===== config.mk =====
export PLATFORM = sky130hd
export DESIGN_NAME = slic_codec_global_command_regs
export DESIGN_NICKNAME = d
export VERILOG_FILES = /design/src/verilog/slic_cmd_pkg.sv /design/src/verilog/mpi_shifter.sv /design/src/verilog/slic_codec_global_command_regs.sv
export SDC_FILE = /design/constraint.sdc
export NUM_CORES = 1
export LEC_CHECK = 0
export BUFFER_PORTS_ARGS = -buffer_cell sky130_fd_sc_hd__buf_2
export CAP_MARGIN = 20
export CORE_MARGIN = 2
export CORE_UTILIZATION = 25
export DETAILED_ROUTE_END_ITERATION = 7
export GPL_TIMING_DRIVEN = 0
export HOLD_SLACK_MARGIN = 0.05
export SYNTH_ARGS = -nofsm -noshare
export SYNTH_HDL_FRONTEND = slang
export SYNTH_HIERARCHICAL = 1
export SYNTH_SLANG_ARGS = --single-unit

===== constraint.sdc =====
create_clock -name mclk -period 2.4 [get_ports mclk]
set_input_delay 0.48 -clock mclk [delete_from_list [all_inputs] [get_ports mclk]]
set_output_delay 0.48 -clock mclk [all_outputs]
set_load 0.05 [all_outputs]

===== src/verilog/slic_cmd_pkg.sv =====
/*
  Constants, field layouts and carrier types for the global command
  register group of a dual-channel line interface device.
  Assumes a single 50 MHz system clock and a serial command port.
*/
// Summary of operation
// - Soft reset hits enabled channels only.
// - Soft reset: Disconnect unless already Shutdown.
// - Hard reset command equals reset pin.
// - Global commands ignore channel enables.
// - Per-channel 7-bit transmit slot, defaults 0/1.
// - Per-channel 7-bit receive slot, same defaults.
// - PCM settings ignored in GCI mode.
// - Edge bit picks transmit clock edge.
// - Three-bit receive and transmit clock slots.
// - Interrupt pin push-pull or open-drain.
// - Highway signaling enable bit.
// - Four-bit PCM clock rate select.
// - Slow clock and standby without PCM clock.
// - Wideband bit selects codec bandwidth.
// - Channel enables gate channel-scoped commands.
// - Channel enable register resets to 03h.
// - Hardware reset restores every default.
// - Read data drains before next command.
package slic_cmd_pkg;

  localparam int BYTE_BITS = 8;
  localparam int HW_RESET_EDGES = 16;
  localparam int EDGE_CNT_W = 5;
  localparam int NUM_CHAN = 2;
  localparam int SLOT_W = 7;
  localparam int CSLOT_W = 3;
  localparam int PCM_CLOCK_RATE_SEL_W = 4;

  // Command codes, write form
  localparam logic [7:0] CMD_SOFT_RESET = 8'h02;
  localparam logic [7:0] CMD_HARD_RESET = 8'h04;
  localparam logic [7:0] CMD_NOP = 8'h06;
  localparam logic [7:0] CMD_TX_SLOT = 8'h40;
  localparam logic [7:0] CMD_RX_SLOT = 8'h42;
  localparam logic [7:0] CMD_CLK_SLOT = 8'h44;
  localparam logic [7:0] CMD_DEV_CFG = 8'h46;
  localparam logic [7:0] CMD_CHAN_EN = 8'h4A;
  localparam int RW_BIT = 0;

  // Field positions
  localparam int EDGE_BIT = 6;
  localparam int RCS_LSB = 3;
  localparam int TCS_LSB = 0;
  localparam int IRQ_OUTPUT_STYLE_BIT = 7;
  localparam int HIGHWAY_SIGNALING_EN_BIT = 5;
  localparam int PCM_CLOCK_RATE_SEL_LSB = 0;
  localparam int WIDE_BANDWIDTH_SEL_BIT = 5;
  localparam int EC1_BIT = 0;
  localparam int EC2_BIT = 1;

  // Reset values
  localparam logic [6:0] SLOT_RST_CH1 = 7'h00;
  localparam logic [6:0] SLOT_RST_CH2 = 7'h01;
  localparam logic [7:0] CLK_SLOT_RST = 8'h00;
  localparam logic [7:0] DEV_CFG_RST = 8'h8A;
  localparam logic [7:0] CHAN_EN_RST = 8'h03;

  // Reserved clock select codes
  localparam logic [3:0] PCM_CLOCK_RATE_SEL_RSV_A = 4'h7;
  localparam logic [3:0] PCM_CLOCK_RATE_SEL_RSV_MIN = 4'hB;

  typedef enum logic [1:0] {FR_SHORT, FR_BYTE, FR_LONG} frame_kind_t;
  typedef enum logic [1:0] {ST_CMD, ST_WDATA, ST_RDATA} cmd_state_t;

  typedef struct packed {
    logic txEdgeSel;
    logic [CSLOT_W-1:0] rxBitOffset;
    logic [CSLOT_W-1:0] txBitOffset;
  } clk_slot_t;

  typedef struct packed {
    logic irqOutputStyle;
    logic highwaySignalingEn;
    logic [PCM_CLOCK_RATE_SEL_W-1:0] pcmClockRateSel;
  } dev_cfg_t;

  typedef struct packed {
    logic wideBandwidthSel;
    logic chan2CmdEnable;
    logic chan1CmdEnable;
  } chan_en_t;

  typedef struct packed {
    logic active;
    logic [NUM_CHAN-1:0][SLOT_W-1:0] txSlotNum;
    logic [NUM_CHAN-1:0][SLOT_W-1:0] rxSlotNum;
    clk_slot_t clkSlot;
    logic highwaySignalingEn;
    logic [PCM_CLOCK_RATE_SEL_W-1:0] pcmClockRateSel;
    logic pcmClockRateValid;
  } pcm_cfg_t;

endpackage : slic_cmd_pkg


===== src/verilog/mpi_shifter.sv =====
/*
  Serial command port front end: synchronises the port pins, collects
  framed bytes, classifies each frame and shifts read data out.
  Assumes the port clock is much slower than mclk.
*/
module mpi_shifter (
  input wire logic mclk,
  input wire logic sys_rst,
  input wire logic csPin_n,
  input wire logic dclkPin,
  input wire logic dinPin,
  input wire logic [7:0] txByte,
  input wire logic txLoad,
  output logic [7:0] rxByte,
  output logic frameDone,
  output slic_cmd_pkg::frame_kind_t frameKind,
  output logic doutOut,
  output logic doutOe_n
);

  typedef struct packed {
    logic csS1;
    logic csS2;
    logic csPrev;
    logic ckS1;
    logic ckS2;
    logic ckPrev;
    logic dS1;
    logic dS2;
    logic [7:0] shiftIn;
    logic [slic_cmd_pkg::EDGE_CNT_W-1:0] edgeCnt;
    logic [7:0] shiftOut;
    logic driving;
    logic [7:0] rxByte;
    logic frameDone;
    slic_cmd_pkg::frame_kind_t frameKind;
  } shift_state_t;

  localparam shift_state_t SHIFT_RST = '{csS1: 1'b1, csS2: 1'b1,
    csPrev: 1'b1, frameKind: slic_cmd_pkg::FR_SHORT, default: '0};

  shift_state_t s;
  shift_state_t next_s;

  always_comb begin
    next_s = s;
    next_s.frameDone = 1'b0;
    next_s.csS1 = csPin_n;
    next_s.csS2 = s.csS1;
    next_s.ckS1 = dclkPin;
    next_s.ckS2 = s.ckS1;
    next_s.dS1 = dinPin;
    next_s.dS2 = s.dS1;
    next_s.csPrev = s.csS2;
    next_s.ckPrev = s.ckS2;
    if (s.csPrev && !s.csS2) begin
      next_s.edgeCnt = '0;
      next_s.shiftOut = txByte;
      next_s.driving = txLoad;
    end else if (!s.csS2) begin
      if (!s.ckPrev && s.ckS2) begin
        next_s.shiftIn = {s.shiftIn[6:0], s.dS2};
        if (s.edgeCnt < slic_cmd_pkg::EDGE_CNT_W'(
            slic_cmd_pkg::HW_RESET_EDGES)) begin
          next_s.edgeCnt = s.edgeCnt + 1'b1;
        end
      end
      if (s.ckPrev && !s.ckS2) begin
        next_s.shiftOut = {s.shiftOut[6:0], 1'b0};
      end
    end else if (!s.csPrev && s.csS2) begin
      next_s.driving = 1'b0;
      next_s.frameDone = 1'b1;
      next_s.rxByte = s.shiftIn;
      if (s.edgeCnt >= slic_cmd_pkg::EDGE_CNT_W'(
          slic_cmd_pkg::HW_RESET_EDGES)) begin
        next_s.frameKind = slic_cmd_pkg::FR_LONG;
      end else if (s.edgeCnt >= slic_cmd_pkg::EDGE_CNT_W'(
          slic_cmd_pkg::BYTE_BITS)) begin
        next_s.frameKind = slic_cmd_pkg::FR_BYTE;
      end else begin
        next_s.frameKind = slic_cmd_pkg::FR_SHORT;
      end
    end
  end

  always_ff @(posedge mclk) begin
    if (sys_rst) begin
      s <= SHIFT_RST;
    end else begin
      s <= next_s;
    end
  end

  assign rxByte = s.rxByte;
  assign frameDone = s.frameDone;
  assign frameKind = s.frameKind;
  assign doutOut = s.shiftOut[7];
  assign doutOe_n = ~(s.driving & ~s.csS2);

endmodule : mpi_shifter


===== src/verilog/slic_codec_global_command_regs.sv =====
/*
  Global command register group: decodes reset, no-operation, time
  slot, clock slot, device configuration and channel enable commands
  arriving on the serial command port, and drives the resulting
  settings to the codec, PCM highway and interrupt pin logic.
  Assumes channel state and PCM clock detection live elsewhere on mclk.
*/
module slic_codec_global_command_regs #(
  parameter int NUM_CHAN = slic_cmd_pkg::NUM_CHAN
) (
  input wire logic mclk,
  input wire logic sys_rst,
  input wire logic csPin_n,
  input wire logic dclkPin,
  input wire logic dinPin,
  output logic doutOut,
  output logic doutOe_n,
  input wire logic rstPin_n,
  input wire logic gciModePin,
  input wire logic pcmClkPresent,
  input wire logic clockSyncStandbyBit,
  input wire logic [1:0] chanInShutdown,
  input wire logic irqRequest,
  output logic intOut,
  output logic intOe_n,
  output slic_cmd_pkg::pcm_cfg_t pcmCfg,
  output logic wideBandwidthSel,
  output logic [1:0] chanCmdEnable,
  output logic [1:0] chanToDisconnect,
  output logic chanToShutdown,
  output logic masterClkSlow,
  output logic supervisionRun
);

  typedef struct packed {
    logic rstS1;
    logic rstS2;
    logic gciS1;
    logic gciS2;
    logic clkS1;
    logic clkS2;
    slic_cmd_pkg::cmd_state_t fsm;
    logic [7:0] cmd;
    logic [1:0][6:0] txSlot;
    logic [1:0][6:0] rxSlot;
    slic_cmd_pkg::clk_slot_t clkSlot;
    slic_cmd_pkg::dev_cfg_t devCfg;
    slic_cmd_pkg::chan_en_t chanEn;
    logic [7:0] readByte;
    logic readPending;
    logic [1:0] disconnectPulse;
    logic shutdownPulse;
  } regs_state_t;

  regs_state_t s;
  regs_state_t next_s;
  logic [7:0] rxByte;
  logic frameDone;
  slic_cmd_pkg::frame_kind_t frameKind;

  // Ports and registers are sized for two channels
  if (NUM_CHAN != slic_cmd_pkg::NUM_CHAN) begin : g_chan_check
    $error("channel count must be two");
  end

  // Register defaults, sync stages left as they are
  function automatic regs_state_t hardDefaults(input regs_state_t v);
    regs_state_t r;
    r = v;
    r.fsm = slic_cmd_pkg::ST_CMD;
    r.cmd = '0;
    r.txSlot[0] = slic_cmd_pkg::SLOT_RST_CH1;
    r.txSlot[1] = slic_cmd_pkg::SLOT_RST_CH2;
    r.rxSlot[0] = slic_cmd_pkg::SLOT_RST_CH1;
    r.rxSlot[1] = slic_cmd_pkg::SLOT_RST_CH2;
    r.clkSlot = unpackClkSlot(slic_cmd_pkg::CLK_SLOT_RST);
    r.devCfg = unpackDevCfg(slic_cmd_pkg::DEV_CFG_RST);
    r.chanEn = unpackChanEn(slic_cmd_pkg::CHAN_EN_RST);
    r.readByte = '0;
    r.readPending = 1'b0;
    r.disconnectPulse = '0;
    return r;
  endfunction : hardDefaults

  function automatic slic_cmd_pkg::clk_slot_t unpackClkSlot(
      input logic [7:0] b);
    slic_cmd_pkg::clk_slot_t c;
    c.txEdgeSel = b[slic_cmd_pkg::EDGE_BIT];
    c.rxBitOffset = b[slic_cmd_pkg::RCS_LSB +: slic_cmd_pkg::CSLOT_W];
    c.txBitOffset = b[slic_cmd_pkg::TCS_LSB +: slic_cmd_pkg::CSLOT_W];
    return c;
  endfunction : unpackClkSlot

  function automatic slic_cmd_pkg::dev_cfg_t unpackDevCfg(
      input logic [7:0] b);
    slic_cmd_pkg::dev_cfg_t d;
    d.irqOutputStyle = b[slic_cmd_pkg::IRQ_OUTPUT_STYLE_BIT];
    d.highwaySignalingEn = b[slic_cmd_pkg::HIGHWAY_SIGNALING_EN_BIT];
    d.pcmClockRateSel = b[slic_cmd_pkg::PCM_CLOCK_RATE_SEL_LSB +: slic_cmd_pkg::PCM_CLOCK_RATE_SEL_W];
    return d;
  endfunction : unpackDevCfg

  function automatic slic_cmd_pkg::chan_en_t unpackChanEn(
      input logic [7:0] b);
    slic_cmd_pkg::chan_en_t e;
    e.wideBandwidthSel = b[slic_cmd_pkg::WIDE_BANDWIDTH_SEL_BIT];
    e.chan2CmdEnable = b[slic_cmd_pkg::EC2_BIT];
    e.chan1CmdEnable = b[slic_cmd_pkg::EC1_BIT];
    return e;
  endfunction : unpackChanEn

  // Lowest enabled channel answers channel-scoped reads
  function automatic logic [7:0] slotRead(input logic [1:0][6:0] slot,
      input logic [1:0] en);
    logic [7:0] b;
    b = '0;
    if (en[0]) begin
      b = {1'b0, slot[0]};
    end else if (en[1]) begin
      b = {1'b0, slot[1]};
    end
    return b;
  endfunction : slotRead

  // Read value of a register, reserved bits as zero
  function automatic logic [7:0] readValue(input regs_state_t v,
      input logic [7:0] code);
    logic [7:0] b;
    logic [1:0] en;
    b = '0;
    en = {v.chanEn.chan2CmdEnable, v.chanEn.chan1CmdEnable};
    case (code & ~8'h01)
      slic_cmd_pkg::CMD_TX_SLOT: b = slotRead(v.txSlot, en);
      slic_cmd_pkg::CMD_RX_SLOT: b = slotRead(v.rxSlot, en);
      slic_cmd_pkg::CMD_CLK_SLOT: begin
        b[slic_cmd_pkg::EDGE_BIT] = v.clkSlot.txEdgeSel;
        b[slic_cmd_pkg::RCS_LSB +: slic_cmd_pkg::CSLOT_W] =
          v.clkSlot.rxBitOffset;
        b[slic_cmd_pkg::TCS_LSB +: slic_cmd_pkg::CSLOT_W] =
          v.clkSlot.txBitOffset;
      end
      slic_cmd_pkg::CMD_DEV_CFG: begin
        b[slic_cmd_pkg::IRQ_OUTPUT_STYLE_BIT] = v.devCfg.irqOutputStyle;
        b[slic_cmd_pkg::HIGHWAY_SIGNALING_EN_BIT] = v.devCfg.highwaySignalingEn;
        b[slic_cmd_pkg::PCM_CLOCK_RATE_SEL_LSB +: slic_cmd_pkg::PCM_CLOCK_RATE_SEL_W] =
          v.devCfg.pcmClockRateSel;
      end
      slic_cmd_pkg::CMD_CHAN_EN: begin
        b[slic_cmd_pkg::WIDE_BANDWIDTH_SEL_BIT] = v.chanEn.wideBandwidthSel;
        b[slic_cmd_pkg::EC2_BIT] = v.chanEn.chan2CmdEnable;
        b[slic_cmd_pkg::EC1_BIT] = v.chanEn.chan1CmdEnable;
      end
      default: b = '0;
    endcase
    return b;
  endfunction : readValue

  // Opcode groups that expect one data byte
  function automatic logic hasData(input logic [7:0] code);
    logic r;
    r = 1'b0;
    case (code & ~8'h01)
      slic_cmd_pkg::CMD_TX_SLOT,
      slic_cmd_pkg::CMD_RX_SLOT,
      slic_cmd_pkg::CMD_CLK_SLOT,
      slic_cmd_pkg::CMD_DEV_CFG,
      slic_cmd_pkg::CMD_CHAN_EN: r = 1'b1;
      default: r = 1'b0;
    endcase
    return r;
  endfunction : hasData

  mpi_shifter u_shifter (
    .mclk(mclk),
    .sys_rst(sys_rst),
    .csPin_n(csPin_n),
    .dclkPin(dclkPin),
    .dinPin(dinPin),
    .txByte(s.readByte),
    .txLoad(s.readPending),
    .rxByte(rxByte),
    .frameDone(frameDone),
    .frameKind(frameKind),
    .doutOut(doutOut),
    .doutOe_n(doutOe_n)
  );

  always_comb begin
    logic hwReset;
    logic [1:0] en;
    hwReset = 1'b0;
    next_s = s;
    en = {s.chanEn.chan2CmdEnable, s.chanEn.chan1CmdEnable};
    next_s.disconnectPulse = '0;
    next_s.shutdownPulse = 1'b0;
    next_s.rstS1 = rstPin_n;
    next_s.rstS2 = s.rstS1;
    next_s.gciS1 = gciModePin;
    next_s.gciS2 = s.gciS1;
    next_s.clkS1 = pcmClkPresent;
    next_s.clkS2 = s.clkS1;
    if (!s.rstS2) begin
      hwReset = 1'b1;
    end
    if (frameDone && frameKind == slic_cmd_pkg::FR_LONG) begin
      hwReset = 1'b1;
    end
    if (frameDone && frameKind == slic_cmd_pkg::FR_BYTE) begin
      case (s.fsm)
        slic_cmd_pkg::ST_CMD: begin
          next_s.cmd = rxByte;
          if (rxByte[slic_cmd_pkg::RW_BIT]) begin
            if (hasData(rxByte)) begin
              next_s.readByte = readValue(s, rxByte);
              next_s.readPending = 1'b1;
              next_s.fsm = slic_cmd_pkg::ST_RDATA;
            end
          end else if (hasData(rxByte)) begin
            next_s.fsm = slic_cmd_pkg::ST_WDATA;
          end else if (rxByte == slic_cmd_pkg::CMD_SOFT_RESET) begin
            next_s.disconnectPulse = en & ~chanInShutdown;
          end else if (rxByte == slic_cmd_pkg::CMD_HARD_RESET) begin
            hwReset = 1'b1;
          end else if (rxByte == slic_cmd_pkg::CMD_NOP) begin
            next_s.fsm = slic_cmd_pkg::ST_CMD;
          end
        end
        slic_cmd_pkg::ST_WDATA: begin
          next_s.fsm = slic_cmd_pkg::ST_CMD;
          case (s.cmd)
            slic_cmd_pkg::CMD_TX_SLOT: begin
              for (int ch = 0; ch < NUM_CHAN; ch++) begin
                if (en[ch]) begin
                  next_s.txSlot[ch] = rxByte[6:0];
                end
              end
            end
            slic_cmd_pkg::CMD_RX_SLOT: begin
              for (int ch = 0; ch < NUM_CHAN; ch++) begin
                if (en[ch]) begin
                  next_s.rxSlot[ch] = rxByte[6:0];
                end
              end
            end
            slic_cmd_pkg::CMD_CLK_SLOT: begin
              next_s.clkSlot = unpackClkSlot(rxByte);
            end
            slic_cmd_pkg::CMD_DEV_CFG: begin
              next_s.devCfg = unpackDevCfg(rxByte);
            end
            slic_cmd_pkg::CMD_CHAN_EN: begin
              next_s.chanEn = unpackChanEn(rxByte);
            end
            default: next_s.fsm = slic_cmd_pkg::ST_CMD;
          endcase
        end
        slic_cmd_pkg::ST_RDATA: begin
          next_s.readPending = 1'b0;
          next_s.fsm = slic_cmd_pkg::ST_CMD;
        end
        default: next_s.fsm = slic_cmd_pkg::ST_CMD;
      endcase
    end
    if (hwReset) begin
      next_s = hardDefaults(next_s);
      next_s.shutdownPulse = 1'b1;
    end
  end

  always_ff @(posedge mclk) begin
    if (sys_rst) begin
      s <= hardDefaults('{rstS1: 1'b1, rstS2: 1'b1,
        fsm: slic_cmd_pkg::ST_CMD, default: '0});
    end else begin
      s <= next_s;
    end
  end

  always_comb begin
    pcmCfg.active = ~s.gciS2;
    pcmCfg.txSlotNum = s.txSlot;
    pcmCfg.rxSlotNum = s.rxSlot;
    pcmCfg.clkSlot = s.clkSlot;
    pcmCfg.highwaySignalingEn = s.devCfg.highwaySignalingEn;
    pcmCfg.pcmClockRateSel = s.devCfg.pcmClockRateSel;
    pcmCfg.pcmClockRateValid =
      s.devCfg.pcmClockRateSel != slic_cmd_pkg::PCM_CLOCK_RATE_SEL_RSV_A &&
      s.devCfg.pcmClockRateSel < slic_cmd_pkg::PCM_CLOCK_RATE_SEL_RSV_MIN;
    if (s.gciS2) begin
      pcmCfg.highwaySignalingEn = 1'b0;
    end
  end

  // Open-drain drives low only; push-pull drives both levels
  assign intOut = s.devCfg.irqOutputStyle ? 1'b0 : ~irqRequest;
  assign intOe_n = s.devCfg.irqOutputStyle ? ~irqRequest : 1'b0;
  assign wideBandwidthSel = s.chanEn.wideBandwidthSel;
  assign chanCmdEnable = {s.chanEn.chan2CmdEnable,
    s.chanEn.chan1CmdEnable};
  assign chanToDisconnect = s.disconnectPulse;
  assign chanToShutdown = s.shutdownPulse;
  assign masterClkSlow = ~s.clkS2;
  assign supervisionRun = s.clkS2 | ~clockSyncStandbyBit;

endmodule : slic_codec_global_command_regs

==> results.py, run 1 <==
metrics = {
    "finish": {
        "final_layout_size_suffix_gt1_share_pct": 26.1,
        "antennaDiodeCount": 0,
        "layout_common_cells": "113 x sky130_fd_sc_hd__dfxtp_1, 75 x sky130_fd_sc_hd__buf_2, 69 x sky130_fd_sc_hd__nor2_1, 56 x sky130_fd_sc_hd__mux2i_1, 56 x sky130_fd_sc_hd__buf_4",
        "layout.core_utilization_pct": 31.7,
        "final_layout_net_count": 671,
        "synthToLayoutAreaGrowth_pct": 24.5,
        "layout.cells.most_common": "sky130_fd_sc_hd__dfxtp_1",
        "layoutNonFillerInstCount": 937,
    },
    "worst_setup_path": {
        "worstSetupPathType": "register to register",
        "worstPathArrival_ns": 2.62,
        "crit_path_end_kind": "register",
        "worst_ep_required_time_ns": 2.73,
        "start_kind": "register",
        "timing.critical_path.fanout_max": 10,
    },
    "sta": {
        "timing.clock.skew_ns": 0.0107,
        "fin_ws_ns": 0.118,
        "period_needed_ns": 2.28,
        "min_period_over_period_pct": 95.1,
        "final_number_of_setup_violating_endpoints": 0,
        "grt_setup_unrepaired": "no",
        "number_of_slew_limit_violations_in_the_final_report": 0,
        "max_freq_ghz": 0.438,
        "timing.slew.headroom_pct": 39.2,
        "final.setup.tns_ns": 0,
        "finalHoldViolCount": 0,
        "worst_pin_slew_ns": 0.904,
    },
    "power_and_ir_drop": {
        "power.share.clock_pct": 54.8,
        "power_frac_seq_pct": 42.5,
        "p_switching_mw": 0.934,
        "peakVddDrop_mv": 0.486,
        "power.internal_mw": 3.54,
        "p_comb_share_pct": 2.6,
        "switching_share_pct": 20.9,
        "leakage_nw": 2.86,
        "totalPowerFinal_mw": 4.48,
        "power_per_cell_area_mw_per_mm2": 699,
    },
    "detailed_routing": {
        "route.detailed.drc": 0,
        "detail-route-antenna-nets": 0,
        "detail_route.wirelength_um": 13700,
        "via_density_per_instance": 4.51,
        "drt_iter0_drc": 282,
        "vias": 4228,
        "drt-wirelength-per-cell_um": 14.6,
        "detail_route.first_pass.iterations": 6,
    },
    "floorplanning": {
        "die_y_um": 148,
        "die_area_sq_mm": 0.0218,
        "ioPinCount": 66,
        "row_count": 52,
        "starting_utilization_of_the_core_area_pct": 25.4,
        "die_width_um": 148,
        "floorplan.core_area_sq_mm": 0.0202,
    },
    "yosys": {
        "synth-edff-count": 0,
        "compound_cell_area_share_of_the_yosys_netlist_pct": 12.3,
        "synth_seq_area_share_pct": 43.9,
        "synth_simple_gate_area_share_pct": 19.0,
        "synth-seq-cells": 113,
        "yosysUniqueCellTypes": 48,
        "syn-num-nets": 585,
        "post_synth_fa_ha_maj_area_fraction_pct": 1.41,
        "post_synth_instance_area_sq_mm": 0.00515,
        "synth.mux.area_fraction_pct": 10.9,
        "synthesis.area_per_instance_sq_um": 9.06,
        "synth-xor-area-share_pct": 0,
        "yosys_warnings": 6,
        "synth_top_family_by_area": "simple AND/OR/NAND/NOR gates",
        "ys_dominant_reg_cell": "sky130_fd_sc_hd__dfxtp_1",
        "ys_async_sr_fraction_pct": 0,
        "postSynthCellCount": 568,
    },
    "grt": {
        "first_global_vias": 3995,
        "grt_usage_pct": 12.9,
        "grt_first_pass_wirelength_um": 21600,
        "grt_antenna_before_repair": 0,
        "grt_max_degree": 17,
        "globalRoute.totalOverflow": 0,
    },
    "clock_network": {
        "ctsRootBufferMaster": "sky130_fd_sc_hd__clkbuf_16",
        "ctsLongestPathBuffers": 2,
        "clock_sinks": 113,
        "post_cts_hold_buffer_count": 0,
        "clkSlewWorstSetupHoldPaths_ns": 0.05,
        "cts.repair.resized": 0,
        "tritoncts": "yes",
        "ctsHtreeMaxLevel": 4,
        "tritoncts.num_buffers": 17,
        "clk_latency_ns": 0.42,
    },
    "placement": {
        "detailedPlacementHpwl_um": 9700,
        "dp_slack_ns": 0.104,
        "place_congestion": 0.862,
        "placement.io_buffers": 65,
        "placed_cells_incl_taps": 903,
    },
    "run": {
        "drv_cap": 0,
    },
    "status": {
        "status": "completed",
    },
    "hold_path": {
        "hold_path.class": "input port to register",
    },
}
kinds of logic (layout without fill, tap and decap cells):
kind of cell | after synthesis | count (layout)
and+or+nand+nor | 185 | 185
DFF | 113 | 113
buffers and inverters | 112 | 211
AOI/OAI and AO/OA | 96 | 96
muxes | 56 | 56
adders and majority gates | 6 | 6
final timing paths:
check	slack (ns)	to	from	cells past startpoint
max	0.12	s[8]	u_shifter/rxByte[5]	6
min	0.25	s[71]	rstPin_n	2
max reg2reg	0.12	s[8]	u_shifter/rxByte[5]	6
min reg2reg	0.41	u_shifter/next_s[38]	u_shifter/next_s[39]	1
metal layers:
metal / wire length (um) / part of all wire, % / GRT usage (%) / up-vias
met4: 295 / 2.2 / 5.58 / 0
met2: 6100 / 45 / 19.5 / 121
met3: 624 / 4.6 / 3.12 / 18
met1: 6650 / 49 / 17.6 / 1981
met5: 0 / 0 / 0 / -
li1: - / - / - / 2108
cell usage after synthesis (3+ instances only):
cell type,n,area (sq um)
sky130_fd_sc_hd__ha_1,5,62.6
sky130_fd_sc_hd__nor2b_1,12,75.1
sky130_fd_sc_hd__a311oi_1,3,26.3
sky130_fd_sc_hd__or2_2,8,50.1
sky130_fd_sc_hd__o21ai_0,15,75.1
sky130_fd_sc_hd__a32oi_1,3,26.3
sky130_fd_sc_hd__o211ai_1,5,37.5
sky130_fd_sc_hd__a221oi_1,14,123
sky130_fd_sc_hd__a221o_1,5,50.1
sky130_fd_sc_hd__nand3b_1,11,82.6
sky130_fd_sc_hd__buf_1,3,11.3
sky130_fd_sc_hd__nand2_1,32,120
sky130_fd_sc_hd__nand2b_1,8,50.1
sky130_fd_sc_hd__nand3_1,8,40.0
sky130_fd_sc_hd__a21oi_1,40,200
sky130_fd_sc_hd__nor4bb_1,4,40.0
sky130_fd_sc_hd__inv_1,24,90.1
sky130_fd_sc_hd__nor4b_1,3,26.3
sky130_fd_sc_hd__nand4_1,7,43.8
sky130_fd_sc_hd__buf_2,10,50.1
sky130_fd_sc_hd__mux2i_1,56,561
sky130_fd_sc_hd__nor2_1,69,259
sky130_fd_sc_hd__or3_1,5,31.3
sky130_fd_sc_hd__dfxtp_1,113,2260
sky130_fd_sc_hd__buf_4,54,405
sky130_fd_sc_hd__clkbuf_1,20,75.1
sequential cells by signal, summed over array words and instances, names as in the netlist:
| signal | flops |
|---|---|
| u_shifter/frameKind | 2 |
| chanCmdEnable | 2 |
| u_shifter/rxByte | 8 |
| u_shifter/frameDone | 1 |
| u_shifter/s | 24 |
| chanToDisconnect | 2 |
| pcmCfg | 39 |
| wideBandwidthSel | 1 |
| u_shifter/doutOut | 1 |
| s | 27 |
| chanToShutdown | 1 |
| u_shifter/next_s | 5 |
layout make-up:
type	count	area, sq um
well taps	270	338
clock buffers	28	537
multi-input cells	343	2240
flip-flops and latches	113	2260
repair buffers	67	340
plain buffers	88	553
inverters	24	90.1
clock inverters	4	45.0
fillers	2113	13800
power by group through the flow:
stage	Clock, mW	Combinational (mW)	Sequential [mW]
5_1_grt	2.58	0.128	1.90
3_5_place_dp	0	0.118	1.94
2_1_floorplan	0	0.0728	1.94
6_report	2.46	0.117	1.90
3_3_place_gp	0	0.117	1.94
4_1_cts	2.50	0.118	1.90
through the flow:
step | cell area (sq um) | hold WS [ns]
2_1_floorplan | 5150 | 0.389
3_3_place_gp | 5810 | 0.395
3_5_place_dp | 5810 | 0.401
4_1_cts | 6390 | 0.233
5_1_grt | 6410 | 0.253
6_report | 6410 | 0.249
timing repair:
action,in CTS,in global routing
buffers inserted,0,2
endpoints found under the hold margin,0,0
endpoints found under the setup margin,0,7
critical path, stage by stage (launching register included):
cell,delay (ns)
sky130_fd_sc_hd__dfxtp_1,0.30
sky130_fd_sc_hd__buf_4,0.12
sky130_fd_sc_hd__buf_6,0.13
sky130_fd_sc_hd__or4b_4,0.55
sky130_fd_sc_hd__a21oi_1,0.54
sky130_fd_sc_hd__o2111ai_1,0.32
sky130_fd_sc_hd__a21oi_1,0.23
Power figures use the tool's default switching activity.
==> run 2: changes to the inputs <==
--- a/config.mk
+++ b/config.mk
@@ -7,11 +7,14 @@
 export LEC_CHECK = 0
 export BUFFER_PORTS_ARGS = -buffer_cell sky130_fd_sc_hd__buf_2
 export CAP_MARGIN = 20
+export CELL_PAD_IN_SITES_DETAIL_PLACEMENT = 1
+export CELL_PAD_IN_SITES_GLOBAL_PLACEMENT = 2
 export CORE_MARGIN = 2
 export CORE_UTILIZATION = 25
 export DETAILED_ROUTE_END_ITERATION = 7
 export GPL_TIMING_DRIVEN = 0
 export HOLD_SLACK_MARGIN = 0.05
+export PLACE_DENSITY_LB_ADDON = 0.1
 export SYNTH_ARGS = -nofsm -noshare
 export SYNTH_HDL_FRONTEND = slang
 export SYNTH_HIERARCHICAL = 1
==> run 2 against run 1 <==
Net effect: sequential share of layout area shrank 0.19 points; clock power about the same; combinational power grew 4%; critical path type unchanged; largest cell class unchanged.
==> results.py, run 2 (same netlist as run 1, synthesis figures left out) <==
metrics = {
    "sta": {
        "number_of_slew_limit_violations_in_the_final_report": 0,
        "final_number_of_setup_violating_endpoints": 0,
        "max_freq_ghz": 0.435,
        "grt_setup_unrepaired": "yes",
        "finalHoldViolCount": 0,
        "min_period_over_period_pct": 95.8,
        "timing.slew.headroom_pct": 25.2,
        "final.setup.tns_ns": 0,
        "period_needed_ns": 2.30,
        "timing.clock.skew_ns": 0.0117,
        "worst_pin_slew_ns": 1.11,
    },
    "worst_setup_path": {
        "worst_ep_required_time_ns": 2.74,
        "worstSetupPathType": "register to register",
        "slowest_cell_on_the_critical_path": "sky130_fd_sc_hd__nor3_1",
        "worstRegToRegCells": 5,
        "start_kind": "register",
        "reg2reg_setup_slack_ns": 0.10,
        "timing.critical_path.fanout_max": 8,
        "critical_path.reg2reg.endpoint": "s[7]",
        "cp_cell_sequence": "buf_4, inv_1, nor3_1, o211ai_1, a21oi_1",
        "slowest_delay_ns": 0.93,
        "worstPathArrival_ns": 2.64,
        "reg2reg_from": "u_shifter/rxByte[0]",
        "crit_path_end_kind": "register",
    },
    "detailed_routing": {
        "detail_route.first_pass.iterations": 4,
        "route.detailed.drc": 0,
        "top_signal_layer_used": "met4",
        "sum_of_met2_wire_segment_lengths_after_detailed_routing_um": 8080,
        "route.layer.met1.wl_um": 7730,
        "drt_iter0_drc": 186,
        "detail-route-antenna-nets": 0,
        "drt-wirelength-per-cell_um": 17.6,
        "via_density_per_instance": 4.61,
        "detail_route.wirelength_um": 16500,
        "vias": 4329,
        "met3_length_um": 433,
    },
    "placement": {
        "place_congestion": 0.725,
        "placed_cells_incl_taps": 903,
        "detailedPlacementHpwl_um": 12000,
        "placement.io_buffers": 65,
        "placed_cell_area_sq_mm": 0.00581,
    },
    "power_and_ir_drop": {
        "leakage_nw": 2.85,
        "peakVddDrop_mv": 0.473,
        "power_per_cell_area_mw_per_mm2": 700,
    },
    "floorplanning": {
        "row_count": 52,
        "starting_utilization_of_the_core_area_pct": 25.4,
        "die_area_sq_mm": 0.0218,
        "die_width_um": 148,
        "die_y_um": 148,
        "ioPinCount": 66,
        "floorplan.core_area_sq_mm": 0.0202,
    },
    "clock_network": {
        "ctsLongestPathBuffers": 2,
        "tritoncts": "yes",
        "clkSlewWorstSetupHoldPaths_ns": 0.06,
        "tritoncts.num_buffers": 17,
        "clock_sinks": 113,
        "ctsHtreeMaxLevel": 4,
        "ctsRootBufferMaster": "sky130_fd_sc_hd__clkbuf_16",
        "clk_latency_ns": 0.42,
    },
    "finish": {
        "final_design_instance_area_without_fill_sq_mm": 0.00644,
        "largest_register_ff_count": 39,
        "final_layout_size_suffix_gt1_share_pct": 27.2,
        "antennaDiodeCount": 0,
        "final_layout_net_count": 674,
        "layoutNonFillerInstCount": 940,
        "layout_common_cells": "113 x sky130_fd_sc_hd__dfxtp_1, 72 x sky130_fd_sc_hd__buf_2, 69 x sky130_fd_sc_hd__nor2_1, 59 x sky130_fd_sc_hd__buf_4, 56 x sky130_fd_sc_hd__mux2i_1",
        "layout.cells.most_common": "sky130_fd_sc_hd__dfxtp_1",
        "num-fill-cells": 2350,
        "synthToLayoutAreaGrowth_pct": 25.2,
    },
    "grt": {
        "grt_max_degree": 17,
        "grt_usage_pct": 15.6,
        "first_global_vias": 4504,
        "grt_first_pass_wirelength_um": 25800,
        "globalRoute.totalOverflow": 0,
        "grt_antenna_before_repair": 0,
    },
    "hold_path": {
        "hold_path.class": "input port to register",
        "timing.hold.worst.start": "rstPin_n",
        "min_to": "s[71]",
        "worstHoldPathCells": 2,
    },
    "run": {
        "drv_cap": 0,
    },
    "status": {
        "status": "completed",
    },
}
## run 2: repair_timing
action | CTS | global route
hold buffers | 0 | 0
pin swaps | 0 | 3
endpoints found under the hold margin | 0 | 0
endpoints found under the setup margin | 1 | 38
setup buffers | 1 | 4
resized for setup | 0 | 6
## run 2: worst max-delay path by stage
stage                                start         end  slack [ns]  depth (start not counted)
floorplan              u_shifter/rxByte[5]       s[10]        0.50                          6
global placement    u_shifter/frameKind[0]  pcmCfg[34]      -0.008                          5
detailed placement        chanCmdEnable[1]  pcmCfg[34]       -0.02                          4
CTS                 u_shifter/frameKind[0]  pcmCfg[31]        0.03                          6
global route           u_shifter/rxByte[0]        s[7]       -0.02                          5
finish                 u_shifter/rxByte[0]        s[7]        0.10                          5
## run 2: worst max-delay path: cells and delay by family, from the launching register on
kind / cells / cell delay (ns)
and+or+nand+nor: 1 / 0.93
DFF: 1 / 0.35
buffers and inverters: 2 / 0.39
AOI/OAI and AO/OA: 2 / 0.55
## run 2: routing by layer
layer  up-vias  track usage [%]
li1       2109                -
met1      2124             19.3
met2        77             27.0
met3        19             2.78
met4         0             5.96
met5         -                0
## run 2: report_power, final
part           internal, mW  total, mW  switching [mW]
Combinational        0.0378      0.122          0.0843
Sequential             1.89       1.90         0.00884
Clock                  1.55       2.49           0.937
## run 2: layout make-up
cell class | instances | area [sq um] | area share, %
repair buffers | 70 | 363 | 5.63
well taps | 270 | 338 | 5.24
clock inverters | 13 | 139 | 2.16
multi-input cells | 343 | 2250 | 34.9
plain buffers | 88 | 562 | 8.72
clock buffers | 19 | 443 | 6.87
inverters | 24 | 90.1 | 1.40
flip-flops and latches | 113 | 2260 | 35.1
## run 2: through the flow
step | hold slack, ns | setup slack, ns | power, mW | util [%]
after CTS | 0.238 | 0.0315 | 4.59 | 31.6
after detailed placement | 0.400 | -0.0239 | 2.07 | 28.7
after global routing | 0.245 | -0.0168 | 4.70 | 31.8
after floorplan | 0.389 | 0.497 | 2.02 | -
final | 0.253 | 0.100 | 4.51 | 31.8
after global placement | 0.399 | -0.00770 | 2.06 | 28.7
